<file path="config.mk">
export PLATFORM = sky130hd
export DESIGN_NAME = pss_decoder_flat
export DESIGN_NICKNAME = d
export VERILOG_FILES = /design/src/pss_pkg.sv /design/src/pss_link_if.sv /design/src/pss_decoder.sv /design/src/pss_dispatch.sv /design/src/flat_wrapper.sv
export SDC_FILE = /design/constraint.sdc
export NUM_CORES = 1
export LEC_CHECK = 0
export BUFFER_PORTS_ARGS = -buffer_cell sky130_fd_sc_hd__buf_2
export CORE_UTILIZATION = 30
export DETAILED_ROUTE_END_ITERATION = 10
export HOLD_SLACK_MARGIN = 0.15
export PLACE_DENSITY = 0.55
export SKIP_LAST_GASP = 1
export SYNTH_ARGS = -nofsm -noshare
export SYNTH_HDL_FRONTEND = slang
export SYNTH_SLANG_ARGS = --single-unit
</file>
<file path="constraint.sdc">
create_clock -name CLK_SYS_IN -period 8.1 [get_ports CLK_SYS_IN]
set_input_delay 1.62 -clock CLK_SYS_IN [delete_from_list [all_inputs] [get_ports CLK_SYS_IN]]
set_output_delay 1.62 -clock CLK_SYS_IN [all_outputs]
set_load 0.05 [all_outputs]
</file>
<file path="src/pss_pkg.sv">
// Shared constants and types for the patch shader stage state path.
// Assumes a single pipeline clock shared by both ends of the link.
package pss_pkg;

    localparam logic [2:0] PSS_CMD_TYPE   = 3'h3;
    localparam logic [1:0] PSS_CMD_SUBT   = 2'h3;
    localparam logic [2:0] PSS_CMD_OPCODE = 3'h0;
    localparam logic [7:0] PSS_CMD_SUBOP  = 8'h1b;
    localparam logic [7:0] PSS_DW_LEN     = 8'h05;
    localparam logic [2:0] PSS_LAST_IDX   = 3'h6;

    localparam int PSS_SAMP_LSB  = 27;
    localparam int PSS_BT_LSB    = 18;
    localparam int PSS_FP_BIT    = 16;
    localparam int PSS_ILL_BIT   = 13;
    localparam int PSS_SWX_BIT   = 7;
    localparam int PSS_EN_BIT    = 31;
    localparam int PSS_STAT_BIT  = 29;
    localparam int PSS_KERN_LSB  = 6;
    localparam int PSS_SCR_LSB   = 10;
    localparam int PSS_FLOW_BIT  = 27;

    localparam logic [2:0] PSS_SAMP_MAX    = 3'h4;
    localparam logic [3:0] PSS_SCR_EXP_MAX = 4'hb;
    localparam logic [6:0] PSS_THR_MAX     = 7'h23;
    localparam logic [6:0] PSS_THR_RESET   = 7'h00;
    localparam logic [3:0] PSS_INST_RESET  = 4'h0;

    typedef enum logic [1:0] {
        PSS_KIND_STATE = 2'b00,
        PSS_KIND_FENCE = 2'b01,
        PSS_KIND_DRAW  = 2'b10
    } pss_kind_t;

    typedef enum logic [1:0] {
        PSS_DEV_HDR  = 2'b00,
        PSS_DEV_BODY = 2'b01,
        PSS_DEV_SKIP = 2'b10
    } pss_dev_st_t;

    typedef enum logic [1:0] {
        PSS_HOST_IDLE  = 2'b00,
        PSS_HOST_SEND  = 2'b01,
        PSS_HOST_FENCE = 2'b10,
        PSS_HOST_DRAW  = 2'b11
    } pss_host_st_t;

    function automatic logic [31:0] pss_header();
        pss_header = {PSS_CMD_TYPE, PSS_CMD_SUBT, PSS_CMD_OPCODE, PSS_CMD_SUBOP,
                      8'h00, PSS_DW_LEN};
    endfunction

    // Sampler prefetch count in samplers; reserved codes prefetch nothing
    function automatic logic [4:0] pss_samp_prefetch(input logic [2:0] code);
        pss_samp_prefetch = (code > PSS_SAMP_MAX) ? 5'h00 : {code, 2'b00};
    endfunction

endpackage

</file>
<file path="src/pss_link_if.sv">
// Link between the command streamer end and the patch stage decoder end.
// Assumes both ends run on the same clock; no clocking block.
`timescale 1ns/1ps
interface pss_link_if;
    import pss_pkg::*;
    logic        cmd_valid;
    logic        cmd_ready;
    pss_kind_t   cmd_kind;
    logic [31:0] cmd_data;
    logic        tess_enable;
    logic        domain_enable;

    modport host (
        output cmd_valid,
        input  cmd_ready,
        output cmd_kind,
        output cmd_data,
        output tess_enable,
        output domain_enable
    );

    modport dev (
        input  cmd_valid,
        output cmd_ready,
        input  cmd_kind,
        input  cmd_data,
        input  tess_enable,
        input  domain_enable
    );
endinterface

</file>
<file path="src/pss_decoder.sv">
// Patch shader stage state decoder: the device end of the state link.
// Assumes the streamer is on the same clock and follows the fence order.
// What this block does
// - Accept only the exact stage state header
// - Sampler count in fours, codes 5-7 reserved
// - Binding table count feeds prefetch only
// - Max threads minus one limits concurrent threads
// - Fence follows max thread change before draw
// - Tessellation stages enabled or disabled together
// - Kernel pointer bits 31:6, 64-byte aligned
// - Software reserves scratch for all threads
// - Scratch size exponent 0-11, 1KB to 2MB
// - Dispatch bit 27 selects single program flow
`timescale 1ns/1ps
module pss_decoder
    import pss_pkg::*;
(
    input  wire logic         CLK_SYS_IN,
    input  wire logic         RST_B_IN,
    pss_link_if.dev           link,
    input  wire logic         PATCH_VALID_IN,
    input  wire logic         THREAD_DONE_IN,
    output logic              PATCH_READY_OUT,
    output logic              DISPATCH_VALID_OUT,
    output logic [3:0]        DISPATCH_INSTANCE_OUT,
    output logic [31:0]       KERNEL_ADDR_OUT,
    output logic              SINGLE_FLOW_OUT,
    output logic [2:0]        SAMPLER_CODE_OUT,
    output logic [4:0]        SAMPLER_PREFETCH_OUT,
    output logic [7:0]        BINDING_PREFETCH_OUT,
    output logic              FP_ALT_MODE_OUT,
    output logic              ILLEGAL_EXC_EN_OUT,
    output logic              SOFTWARE_EXC_EN_OUT,
    output logic [6:0]        MAX_THREADS_OUT,
    output logic              STAGE_ENABLE_OUT,
    output logic              STATS_ENABLE_OUT,
    output logic [3:0]        INSTANCE_COUNT_OUT,
    output logic [31:0]       SCRATCH_BASE_OUT,
    output logic [3:0]        SCRATCH_EXP_OUT,
    output logic [7:0]        ACTIVE_THREADS_OUT,
    output logic [31:0]       INVOCATIONS_OUT,
    output logic              PACKET_DONE_OUT,
    output logic              HEADER_ERR_OUT,
    output logic              RANGE_ERR_OUT,
    output logic              FENCE_ERR_OUT,
    output logic              TESS_ERR_OUT
);
    typedef struct packed {
        pss_dev_st_t st;
        logic [2:0]  idx;
        logic        rdy;
        logic [31:0] d1;
        logic [31:0] d2;
        logic [31:0] d3;
        logic [31:0] d4;
        logic [31:0] d5;
        logic [2:0]  samp;
        logic [4:0]  samp_pf;
        logic [7:0]  bt;
        logic        fp;
        logic        ill_exc;
        logic        sw_exc;
        logic [6:0]  max_thr;
        logic        enable;
        logic        stats;
        logic [3:0]  inst;
        logic [25:0] kernel;
        logic [21:0] scr_base;
        logic [3:0]  scr_exp;
        logic        sflow;
        logic        fence_due;
        logic        pkt_done;
        logic        hdr_err;
        logic        range_err;
        logic        fence_err;
        logic        tess_err;
        logic [31:0] invoc;
    } pss_dec_s_t;

    pss_dec_s_t s_reg;
    pss_dec_s_t s_next;
    logic       take;
    logic [6:0] new_max;
    logic [6:0] new_lim;
    logic       patch_done;

    pss_dispatch u_dispatch (
        .clk_in          (CLK_SYS_IN),
        .rst_b_in        (RST_B_IN),
        .enable_in       (s_reg.enable),
        .max_thr_in      (s_reg.max_thr),
        .inst_cnt_in     (s_reg.inst),
        .patch_valid_in  (PATCH_VALID_IN),
        .thread_done_in  (THREAD_DONE_IN),
        .patch_ready_out (PATCH_READY_OUT),
        .disp_valid_out  (DISPATCH_VALID_OUT),
        .disp_inst_out   (DISPATCH_INSTANCE_OUT),
        .patch_done_out  (patch_done),
        .active_out      (ACTIVE_THREADS_OUT)
    );

    always_comb begin
        s_next          = s_reg;
        s_next.rdy      = 1'b1;
        s_next.pkt_done = 1'b0;
        take            = link.cmd_valid && s_reg.rdy;
        new_max         = s_reg.d1[6:0];
        new_lim         = (new_max > PSS_THR_MAX) ? PSS_THR_MAX : new_max;
        if (take && link.cmd_kind == PSS_KIND_STATE) begin
            case (s_reg.st)
                PSS_DEV_HDR: begin
                    if (link.cmd_data == pss_header()) begin
                        s_next.st  = PSS_DEV_BODY;
                        s_next.idx = 3'h1;
                    end else begin
                        s_next.hdr_err = 1'b1;
                        s_next.st      = PSS_DEV_SKIP;
                        s_next.idx     = 3'h1;
                    end
                end
                PSS_DEV_BODY: begin
                    s_next.idx = s_reg.idx + 3'h1;
                    case (s_reg.idx)
                        3'h1: s_next.d1 = link.cmd_data;
                        3'h2: s_next.d2 = link.cmd_data;
                        3'h3: s_next.d3 = link.cmd_data;
                        3'h4: s_next.d4 = link.cmd_data;
                        3'h5: s_next.d5 = link.cmd_data;
                        default: s_next.d5 = s_reg.d5;
                    endcase
                    if (s_reg.idx == PSS_LAST_IDX) begin
                        // Commit the whole packet at once so consumers never see a mix
                        s_next.st       = PSS_DEV_HDR;
                        s_next.pkt_done = 1'b1;
                        s_next.samp     = s_reg.d1[PSS_SAMP_LSB +: 3];
                        s_next.samp_pf  = pss_samp_prefetch(s_reg.d1[PSS_SAMP_LSB +: 3]);
                        s_next.bt       = s_reg.d1[PSS_BT_LSB +: 8];
                        s_next.fp       = s_reg.d1[PSS_FP_BIT];
                        s_next.ill_exc  = s_reg.d1[PSS_ILL_BIT];
                        s_next.sw_exc   = s_reg.d1[PSS_SWX_BIT];
                        s_next.max_thr  = new_lim;
                        s_next.enable   = s_reg.d2[PSS_EN_BIT];
                        s_next.stats    = s_reg.d2[PSS_STAT_BIT];
                        s_next.inst     = s_reg.d2[3:0];
                        s_next.kernel   = s_reg.d3[31:PSS_KERN_LSB];
                        s_next.scr_base = s_reg.d4[31:PSS_SCR_LSB];
                        s_next.scr_exp  = s_reg.d4[3:0];
                        s_next.sflow    = s_reg.d5[PSS_FLOW_BIT];
                        // Clamped compare: a repeated out-of-range value needs no fence
                        if (new_lim != s_reg.max_thr) begin
                            s_next.fence_due = 1'b1;
                        end
                        if (new_max > PSS_THR_MAX || s_reg.d4[3:0] > PSS_SCR_EXP_MAX
                            || s_reg.d1[PSS_SAMP_LSB +: 3] > PSS_SAMP_MAX) begin
                            s_next.range_err = 1'b1;
                        end
                    end
                end
                PSS_DEV_SKIP: begin
                    s_next.idx = s_reg.idx + 3'h1;
                    if (s_reg.idx == PSS_LAST_IDX) begin
                        s_next.st = PSS_DEV_HDR;
                    end
                end
                default: s_next.st = PSS_DEV_HDR;
            endcase
        end else if (take && link.cmd_kind == PSS_KIND_FENCE) begin
            s_next.fence_due = 1'b0;
        end else if (take && link.cmd_kind == PSS_KIND_DRAW) begin
            if (s_reg.fence_due) begin
                s_next.fence_err = 1'b1;
            end
            if (link.tess_enable != s_reg.enable || link.domain_enable != s_reg.enable) begin
                s_next.tess_err = 1'b1;
            end
        end
        if (patch_done && s_reg.stats) begin
            s_next.invoc = s_reg.invoc + 32'h1;
        end
    end

    always_ff @(posedge CLK_SYS_IN or negedge RST_B_IN) begin
        if (!RST_B_IN) begin
            s_reg         <= '0;
            s_reg.st      <= PSS_DEV_HDR;
            s_reg.max_thr <= PSS_THR_RESET;
            s_reg.inst    <= PSS_INST_RESET;
        end else begin
            s_reg <= s_next;
        end
    end

    assign link.cmd_ready         = s_reg.rdy;
    assign KERNEL_ADDR_OUT        = {s_reg.kernel, 6'h00};
    assign SINGLE_FLOW_OUT        = s_reg.sflow;
    assign SAMPLER_CODE_OUT       = s_reg.samp;
    assign SAMPLER_PREFETCH_OUT   = s_reg.samp_pf;
    assign BINDING_PREFETCH_OUT   = s_reg.bt;
    assign FP_ALT_MODE_OUT        = s_reg.fp;
    assign ILLEGAL_EXC_EN_OUT     = s_reg.ill_exc;
    assign SOFTWARE_EXC_EN_OUT    = s_reg.sw_exc;
    assign MAX_THREADS_OUT        = s_reg.max_thr;
    assign STAGE_ENABLE_OUT       = s_reg.enable;
    assign STATS_ENABLE_OUT       = s_reg.stats;
    assign INSTANCE_COUNT_OUT     = s_reg.inst;
    assign SCRATCH_BASE_OUT       = {s_reg.scr_base, 10'h000};
    assign SCRATCH_EXP_OUT        = s_reg.scr_exp;
    assign INVOCATIONS_OUT        = s_reg.invoc;
    assign PACKET_DONE_OUT        = s_reg.pkt_done;
    assign HEADER_ERR_OUT         = s_reg.hdr_err;
    assign RANGE_ERR_OUT          = s_reg.range_err;
    assign FENCE_ERR_OUT          = s_reg.fence_err;
    assign TESS_ERR_OUT           = s_reg.tess_err;
endmodule

</file>
<file path="src/pss_dispatch.sv">
// Per-patch instance dispatcher with a simultaneous thread limit.
// Assumes thread_done_in pulses once per finished thread on the same clock.
`timescale 1ns/1ps
module pss_dispatch
    import pss_pkg::*;
(
    input  wire logic       clk_in,
    input  wire logic       rst_b_in,
    input  wire logic       enable_in,
    input  wire logic [6:0] max_thr_in,
    input  wire logic [3:0] inst_cnt_in,
    input  wire logic       patch_valid_in,
    input  wire logic       thread_done_in,
    output logic            patch_ready_out,
    output logic            disp_valid_out,
    output logic [3:0]      disp_inst_out,
    output logic            patch_done_out,
    output logic [7:0]      active_out
);
    typedef struct packed {
        logic       busy;
        logic       ready;
        logic [3:0] cur;
        logic       dvalid;
        logic [3:0] dinst;
        logic       done;
        logic [7:0] active;
    } pss_disp_s_t;

    pss_disp_s_t s_reg;
    pss_disp_s_t s_next;
    logic        room;
    logic        launch;
    logic        retire;

    always_comb begin
        s_next        = s_reg;
        s_next.dvalid = 1'b0;
        s_next.done   = 1'b0;
        s_next.ready  = 1'b1;
        retire        = thread_done_in && (s_reg.active != 8'h00);
        room          = s_reg.active < ({1'b0, max_thr_in} + 8'h01);
        launch        = 1'b0;
        if (!s_reg.busy) begin
            if (patch_valid_in && s_reg.ready && enable_in) begin
                s_next.busy  = 1'b1;
                s_next.ready = 1'b0;
                s_next.cur   = 4'h0;
            end
        end else begin
            s_next.ready = 1'b0;
            if (room) begin
                launch        = 1'b1;
                s_next.dvalid = 1'b1;
                s_next.dinst  = s_reg.cur;
                if (s_reg.cur == inst_cnt_in) begin
                    s_next.busy  = 1'b0;
                    s_next.ready = 1'b1;
                    s_next.done  = 1'b1;
                end else begin
                    s_next.cur = s_reg.cur + 4'h1;
                end
            end
        end
        s_next.active = s_reg.active + {7'h00, launch} - {7'h00, retire};
    end

    always_ff @(posedge clk_in or negedge rst_b_in) begin
        if (!rst_b_in) begin
            s_reg <= '0;
        end else begin
            s_reg <= s_next;
        end
    end

    assign patch_ready_out = s_reg.ready;
    assign disp_valid_out  = s_reg.dvalid;
    assign disp_inst_out   = s_reg.dinst;
    assign patch_done_out  = s_reg.done;
    assign active_out      = s_reg.active;
endmodule

</file>
<file path="src/flat_wrapper.sv">
// flat-port wrapper written by rule: the top's interface ports become plain ports
module pss_decoder_flat import pss_pkg::*;
  (CLK_SYS_IN, RST_B_IN, PATCH_VALID_IN, THREAD_DONE_IN, PATCH_READY_OUT, DISPATCH_VALID_OUT, DISPATCH_INSTANCE_OUT, KERNEL_ADDR_OUT, SINGLE_FLOW_OUT, SAMPLER_CODE_OUT, SAMPLER_PREFETCH_OUT, BINDING_PREFETCH_OUT, FP_ALT_MODE_OUT, ILLEGAL_EXC_EN_OUT, SOFTWARE_EXC_EN_OUT, MAX_THREADS_OUT, STAGE_ENABLE_OUT, STATS_ENABLE_OUT, INSTANCE_COUNT_OUT, SCRATCH_BASE_OUT, SCRATCH_EXP_OUT, ACTIVE_THREADS_OUT, INVOCATIONS_OUT, PACKET_DONE_OUT, HEADER_ERR_OUT, RANGE_ERR_OUT, FENCE_ERR_OUT, TESS_ERR_OUT, link_cmd_valid, link_cmd_ready, link_cmd_kind, link_cmd_data, link_tess_enable, link_domain_enable);
  pss_link_if link_i ();
  input  wire logic CLK_SYS_IN;
  input  wire logic RST_B_IN;
  input  wire logic PATCH_VALID_IN;
  input  wire logic THREAD_DONE_IN;
  output logic PATCH_READY_OUT;
  output logic DISPATCH_VALID_OUT;
  output logic [3:0] DISPATCH_INSTANCE_OUT;
  output logic [31:0] KERNEL_ADDR_OUT;
  output logic SINGLE_FLOW_OUT;
  output logic [2:0] SAMPLER_CODE_OUT;
  output logic [4:0] SAMPLER_PREFETCH_OUT;
  output logic [7:0] BINDING_PREFETCH_OUT;
  output logic FP_ALT_MODE_OUT;
  output logic ILLEGAL_EXC_EN_OUT;
  output logic SOFTWARE_EXC_EN_OUT;
  output logic [6:0] MAX_THREADS_OUT;
  output logic STAGE_ENABLE_OUT;
  output logic STATS_ENABLE_OUT;
  output logic [3:0] INSTANCE_COUNT_OUT;
  output logic [31:0] SCRATCH_BASE_OUT;
  output logic [3:0] SCRATCH_EXP_OUT;
  output logic [7:0] ACTIVE_THREADS_OUT;
  output logic [31:0] INVOCATIONS_OUT;
  output logic PACKET_DONE_OUT;
  output logic HEADER_ERR_OUT;
  output logic RANGE_ERR_OUT;
  output logic FENCE_ERR_OUT;
  output logic TESS_ERR_OUT;
  input wire logic [$bits(link_i.cmd_valid)-1:0] link_cmd_valid;
  output wire logic [$bits(link_i.cmd_ready)-1:0] link_cmd_ready;
  input wire logic [$bits(link_i.cmd_kind)-1:0] link_cmd_kind;
  input wire logic [$bits(link_i.cmd_data)-1:0] link_cmd_data;
  input wire logic [$bits(link_i.tess_enable)-1:0] link_tess_enable;
  input wire logic [$bits(link_i.domain_enable)-1:0] link_domain_enable;
  assign link_i.cmd_valid = link_cmd_valid;
  assign link_cmd_ready = link_i.cmd_ready;
  assign link_i.cmd_kind = link_cmd_kind;
  assign link_i.cmd_data = link_cmd_data;
  assign link_i.tess_enable = link_tess_enable;
  assign link_i.domain_enable = link_domain_enable;
  pss_decoder u_core (.CLK_SYS_IN(CLK_SYS_IN), .RST_B_IN(RST_B_IN), .link(link_i), .PATCH_VALID_IN(PATCH_VALID_IN), .THREAD_DONE_IN(THREAD_DONE_IN), .PATCH_READY_OUT(PATCH_READY_OUT), .DISPATCH_VALID_OUT(DISPATCH_VALID_OUT), .DISPATCH_INSTANCE_OUT(DISPATCH_INSTANCE_OUT), .KERNEL_ADDR_OUT(KERNEL_ADDR_OUT), .SINGLE_FLOW_OUT(SINGLE_FLOW_OUT), .SAMPLER_CODE_OUT(SAMPLER_CODE_OUT), .SAMPLER_PREFETCH_OUT(SAMPLER_PREFETCH_OUT), .BINDING_PREFETCH_OUT(BINDING_PREFETCH_OUT), .FP_ALT_MODE_OUT(FP_ALT_MODE_OUT), .ILLEGAL_EXC_EN_OUT(ILLEGAL_EXC_EN_OUT), .SOFTWARE_EXC_EN_OUT(SOFTWARE_EXC_EN_OUT), .MAX_THREADS_OUT(MAX_THREADS_OUT), .STAGE_ENABLE_OUT(STAGE_ENABLE_OUT), .STATS_ENABLE_OUT(STATS_ENABLE_OUT), .INSTANCE_COUNT_OUT(INSTANCE_COUNT_OUT), .SCRATCH_BASE_OUT(SCRATCH_BASE_OUT), .SCRATCH_EXP_OUT(SCRATCH_EXP_OUT), .ACTIVE_THREADS_OUT(ACTIVE_THREADS_OUT), .INVOCATIONS_OUT(INVOCATIONS_OUT), .PACKET_DONE_OUT(PACKET_DONE_OUT), .HEADER_ERR_OUT(HEADER_ERR_OUT), .RANGE_ERR_OUT(RANGE_ERR_OUT), .FENCE_ERR_OUT(FENCE_ERR_OUT), .TESS_ERR_OUT(TESS_ERR_OUT));
endmodule
</file>
==> flow_summary.toml <==
[outcome]
outcome = "finished, final reports clean"

[sta]
max_freq_mhz = 239
final.setup.tns_ns = 0
relSlewSlack_pct = 36.3
hold_slack_ns = 0.457
rsz0062_at_grt = "false"
setup_viol = 0
finalCritPeriodShare_pct = 51.7
worst_slew_pin_slew_ns = 0.956
fin_worst_skew_ns = 0.0125
slew_viol_final = 0
fin_crit_ns = 4.19
hold_violations = 0

[grt]
antenna_found_initial = 1
grt_pass1_wl_um = 36200
grt_max_degree = 110
grt_pass1_vias = 6380
grt_usage_pct = 12.5
grt_overflow_total = 0

[power]
p_leak_nw = 6.29
ir_drop_uv = 188
power.density_nw_per_um2 = 277

[drt]
num_vias = 6278
post_drt_wl_per_cell_um = 16.2
wl_um = 22800
ant_nets = 0
drc_errors = 0
drtIter0Drc = 203
via_per_inst = 4.47
firstDrtPassIters = 6

[yosys]
synth_ff_type = "dfrtp_1"
synth_area_um2 = 10800
yosys_register_bits = 227
muxShareOfSynthArea_pct = 16.8
synth_top_family_by_area = "multiplexers"
synth_top_area_share_pct = 52.6
synth-simple-area-share_pct = 7.98
async_reset_ff_share_pct = 100
synthCells = 858
synth_area_leader_cell = "dfrtp_1"
ys_seq_area_share_pct = 52.6
synth-xor-area-share_pct = 3.73
synth_area_per_cell_um2 = 12.6
synth_compound_area_share_pct = 3.55
ys_top_cells_by_area = "dfrtp_1, mux2_2, buf_4"
synth_edf_count = 0
synthDistinctLibCells = 57
synthAdderAreaFrac_pct = 3.55
yosysWarnings = 0

[clock_network]
post_cts_resize_count = 0
cts-hold-fix-buffers = 0
htree_levels = 1
numCtsBuffers = 26
cts_tree = "built"
path_clk_slew_ns = 0.06
clockBufferDepth = 3
clock_sinks = 227
root_buffer = "clkbuf_16"
insertion_delay_ns = 0.53
postCtsSetupBuffers = 0

[placed_design]
gp_congestion = 0.795
dp_hpwl_um = 15600
io_buffers = 175
placed_cells = 1358

[worst_setup_path]
crit_type = "flop to flop"
timing.rr.start = "u_core.MAX_THREADS_OUT[1]$_DFFE_PN0P_"
end_kind = "flop"
ff2ff_path_depth = 18
worst_ep_required_time_ns = 8.51
r2r_end = "u_core.u_dispatch.active_out[6]$_DFF_PN0_"
path_max_fanout = 10
cp-start-kind = "flop"
r2r_slack_ns = 3.91
crit_arrival_ns = 4.59

[cells_and_area]
final_util_pct = 34.0
largest_reg_flops = 79
final_nets = 996
fin_cells = 1405
area_growth_pct = 11.7
fill_cells = 3547
drive_above_1_share_pct = 41.1

[floorplan]
die_area_um2 = 36800
initial_utilization_pct = 30.4
die_h_um = 192
io_pins = 194
num_rows = 69
coreArea_um2 = 35500
die_x_um = 192

[worst_hold_path]
min_to = "u_core.FENCE_ERR_OUT$_DFFE_PN0P_"
min_from = "u_core.FENCE_ERR_OUT$_DFFE_PN0P_"
hold_path_depth = 1
hold_class = "flop to flop"

[run]
maxCapViolations = 0
## cell usage after synthesis, types with 6 or more instances
cell type,n
nand2_1,37
ha_1,29
a21oi_1,6
nand2b_1,6
inv_1,29
xor2_1,12
buf_2,6
and3_1,7
mux2_2,159
nor2_1,18
nand4_1,8
buf_4,140
nand3_1,28
o21ai_0,22
dfrtp_1,227
xnor2_1,34
## per-layer routing
layer  GRT usage, %  routed length, µm  vias to the layer above
li1               -                  -                     2945
met1           16.2              10400                     3152
met2           20.1              10300                      145
met3           4.06               1700                       34
met4           2.99                420                        2
met5              0                  8                        -
## critical path, stage by stage, from the launching register on
cell and delay (ns):
dfrtp_1 0.48, ha_1 0.26, nand2_1 0.07, nor2_1 0.12, xnor2_1 0.14, ha_1 0.26
a21o_1 0.20, a221oi_2 0.32, o211ai_2 0.30, ha_1 0.38, inv_1 0.06, ha_1 0.15
inv_1 0.05, fa_1 0.40, nor2b_1 0.13, o21a_1 0.13, o21ai_0 0.11, nor4b_1 0.17
a2111oi_0 0.35
## per-stage QoR
stage | cell area [µm²] | power (mW) | setup WS, ns
CTS | 12100 | 3.40 | 3.94
detailed placement | 11200 | 2.18 | 3.96
floorplan | 10900 | 2.02 | 4.37
global route | 12100 | 3.55 | 3.54
finish | 12100 | 3.34 | 3.91
global placement | 11200 | 2.16 | 4.06
## layout make-up
class / instances / area, µm² / area share [%]
flip-flops and latches: 227 / 5680 / 47.1
clock buffers: 40 / 754 / 6.25
repair buffers: 179 / 916 / 7.59
well taps: 461 / 577 / 4.78
inverters: 29 / 109 / 0.902
multi-input cells: 462 / 3920 / 32.5
diodes: 1 / 2.50 / 0.0207
clock inverters: 6 / 105 / 0.871
## how the worst max path moves through the flow
stage	cells past startpoint	from	end
floorplan	18	u_core.MAX_THREADS_OUT[2]$_DFFE_PN0P_	u_core.u_dispatch.active_out[6]$_DFF_PN0_
global placement	18	u_core.MAX_THREADS_OUT[1]$_DFFE_PN0P_	u_core.u_dispatch.active_out[6]$_DFF_PN0_
detailed placement	18	u_core.MAX_THREADS_OUT[1]$_DFFE_PN0P_	u_core.u_dispatch.active_out[6]$_DFF_PN0_
CTS	18	u_core.MAX_THREADS_OUT[1]$_DFFE_PN0P_	u_core.u_dispatch.active_out[6]$_DFF_PN0_
global route	18	u_core.MAX_THREADS_OUT[1]$_DFFE_PN0P_	u_core.u_dispatch.active_out[6]$_DFF_PN0_
finish	18	u_core.MAX_THREADS_OUT[1]$_DFFE_PN0P_	u_core.u_dispatch.active_out[6]$_DFF_PN0_
## cell usage in the layout (no fill, tap or decap), types with 5 or more instances in the layout
cell type / count
xnor2_1: 34
nand2b_1: 6
nand2_1: 37
and3_1: 7
nand3_1: 28
nor2_1: 18
conb_1: 19
clkbuf_16: 27
nand4_1: 8
inv_1: 29
o21ai_0: 22
ha_1: 29
xor2_1: 12
mux2_2: 159
a21o_1: 5
dfrtp_1: 227
nor2b_1: 5
clkbuf_1: 10
buf_2: 174
a21oi_1: 6
## report_power, final
group          internal (mW)  switching (mW)  total, mW
registers               1.29           0.127       1.41
clock network          0.731           0.457       1.19
logic                  0.301           0.439      0.740
total                   2.32            1.02       3.34
## kinds of logic (layout without fill, tap and decap cells)
kind of cell | count (synthesis) | in the layout
xor gates and xnor gates | 46 | 46
AOI/OAI and AO/OA | 57 | 57
buffers and inverters | 186 | 254
other | 2 | 20
muxes | 161 | 161
and+or+nand+nor | 149 | 149
DFF | 227 | 227
adders and majority gates | 30 | 30
Note: power is estimated with default switching activity, not from simulation.
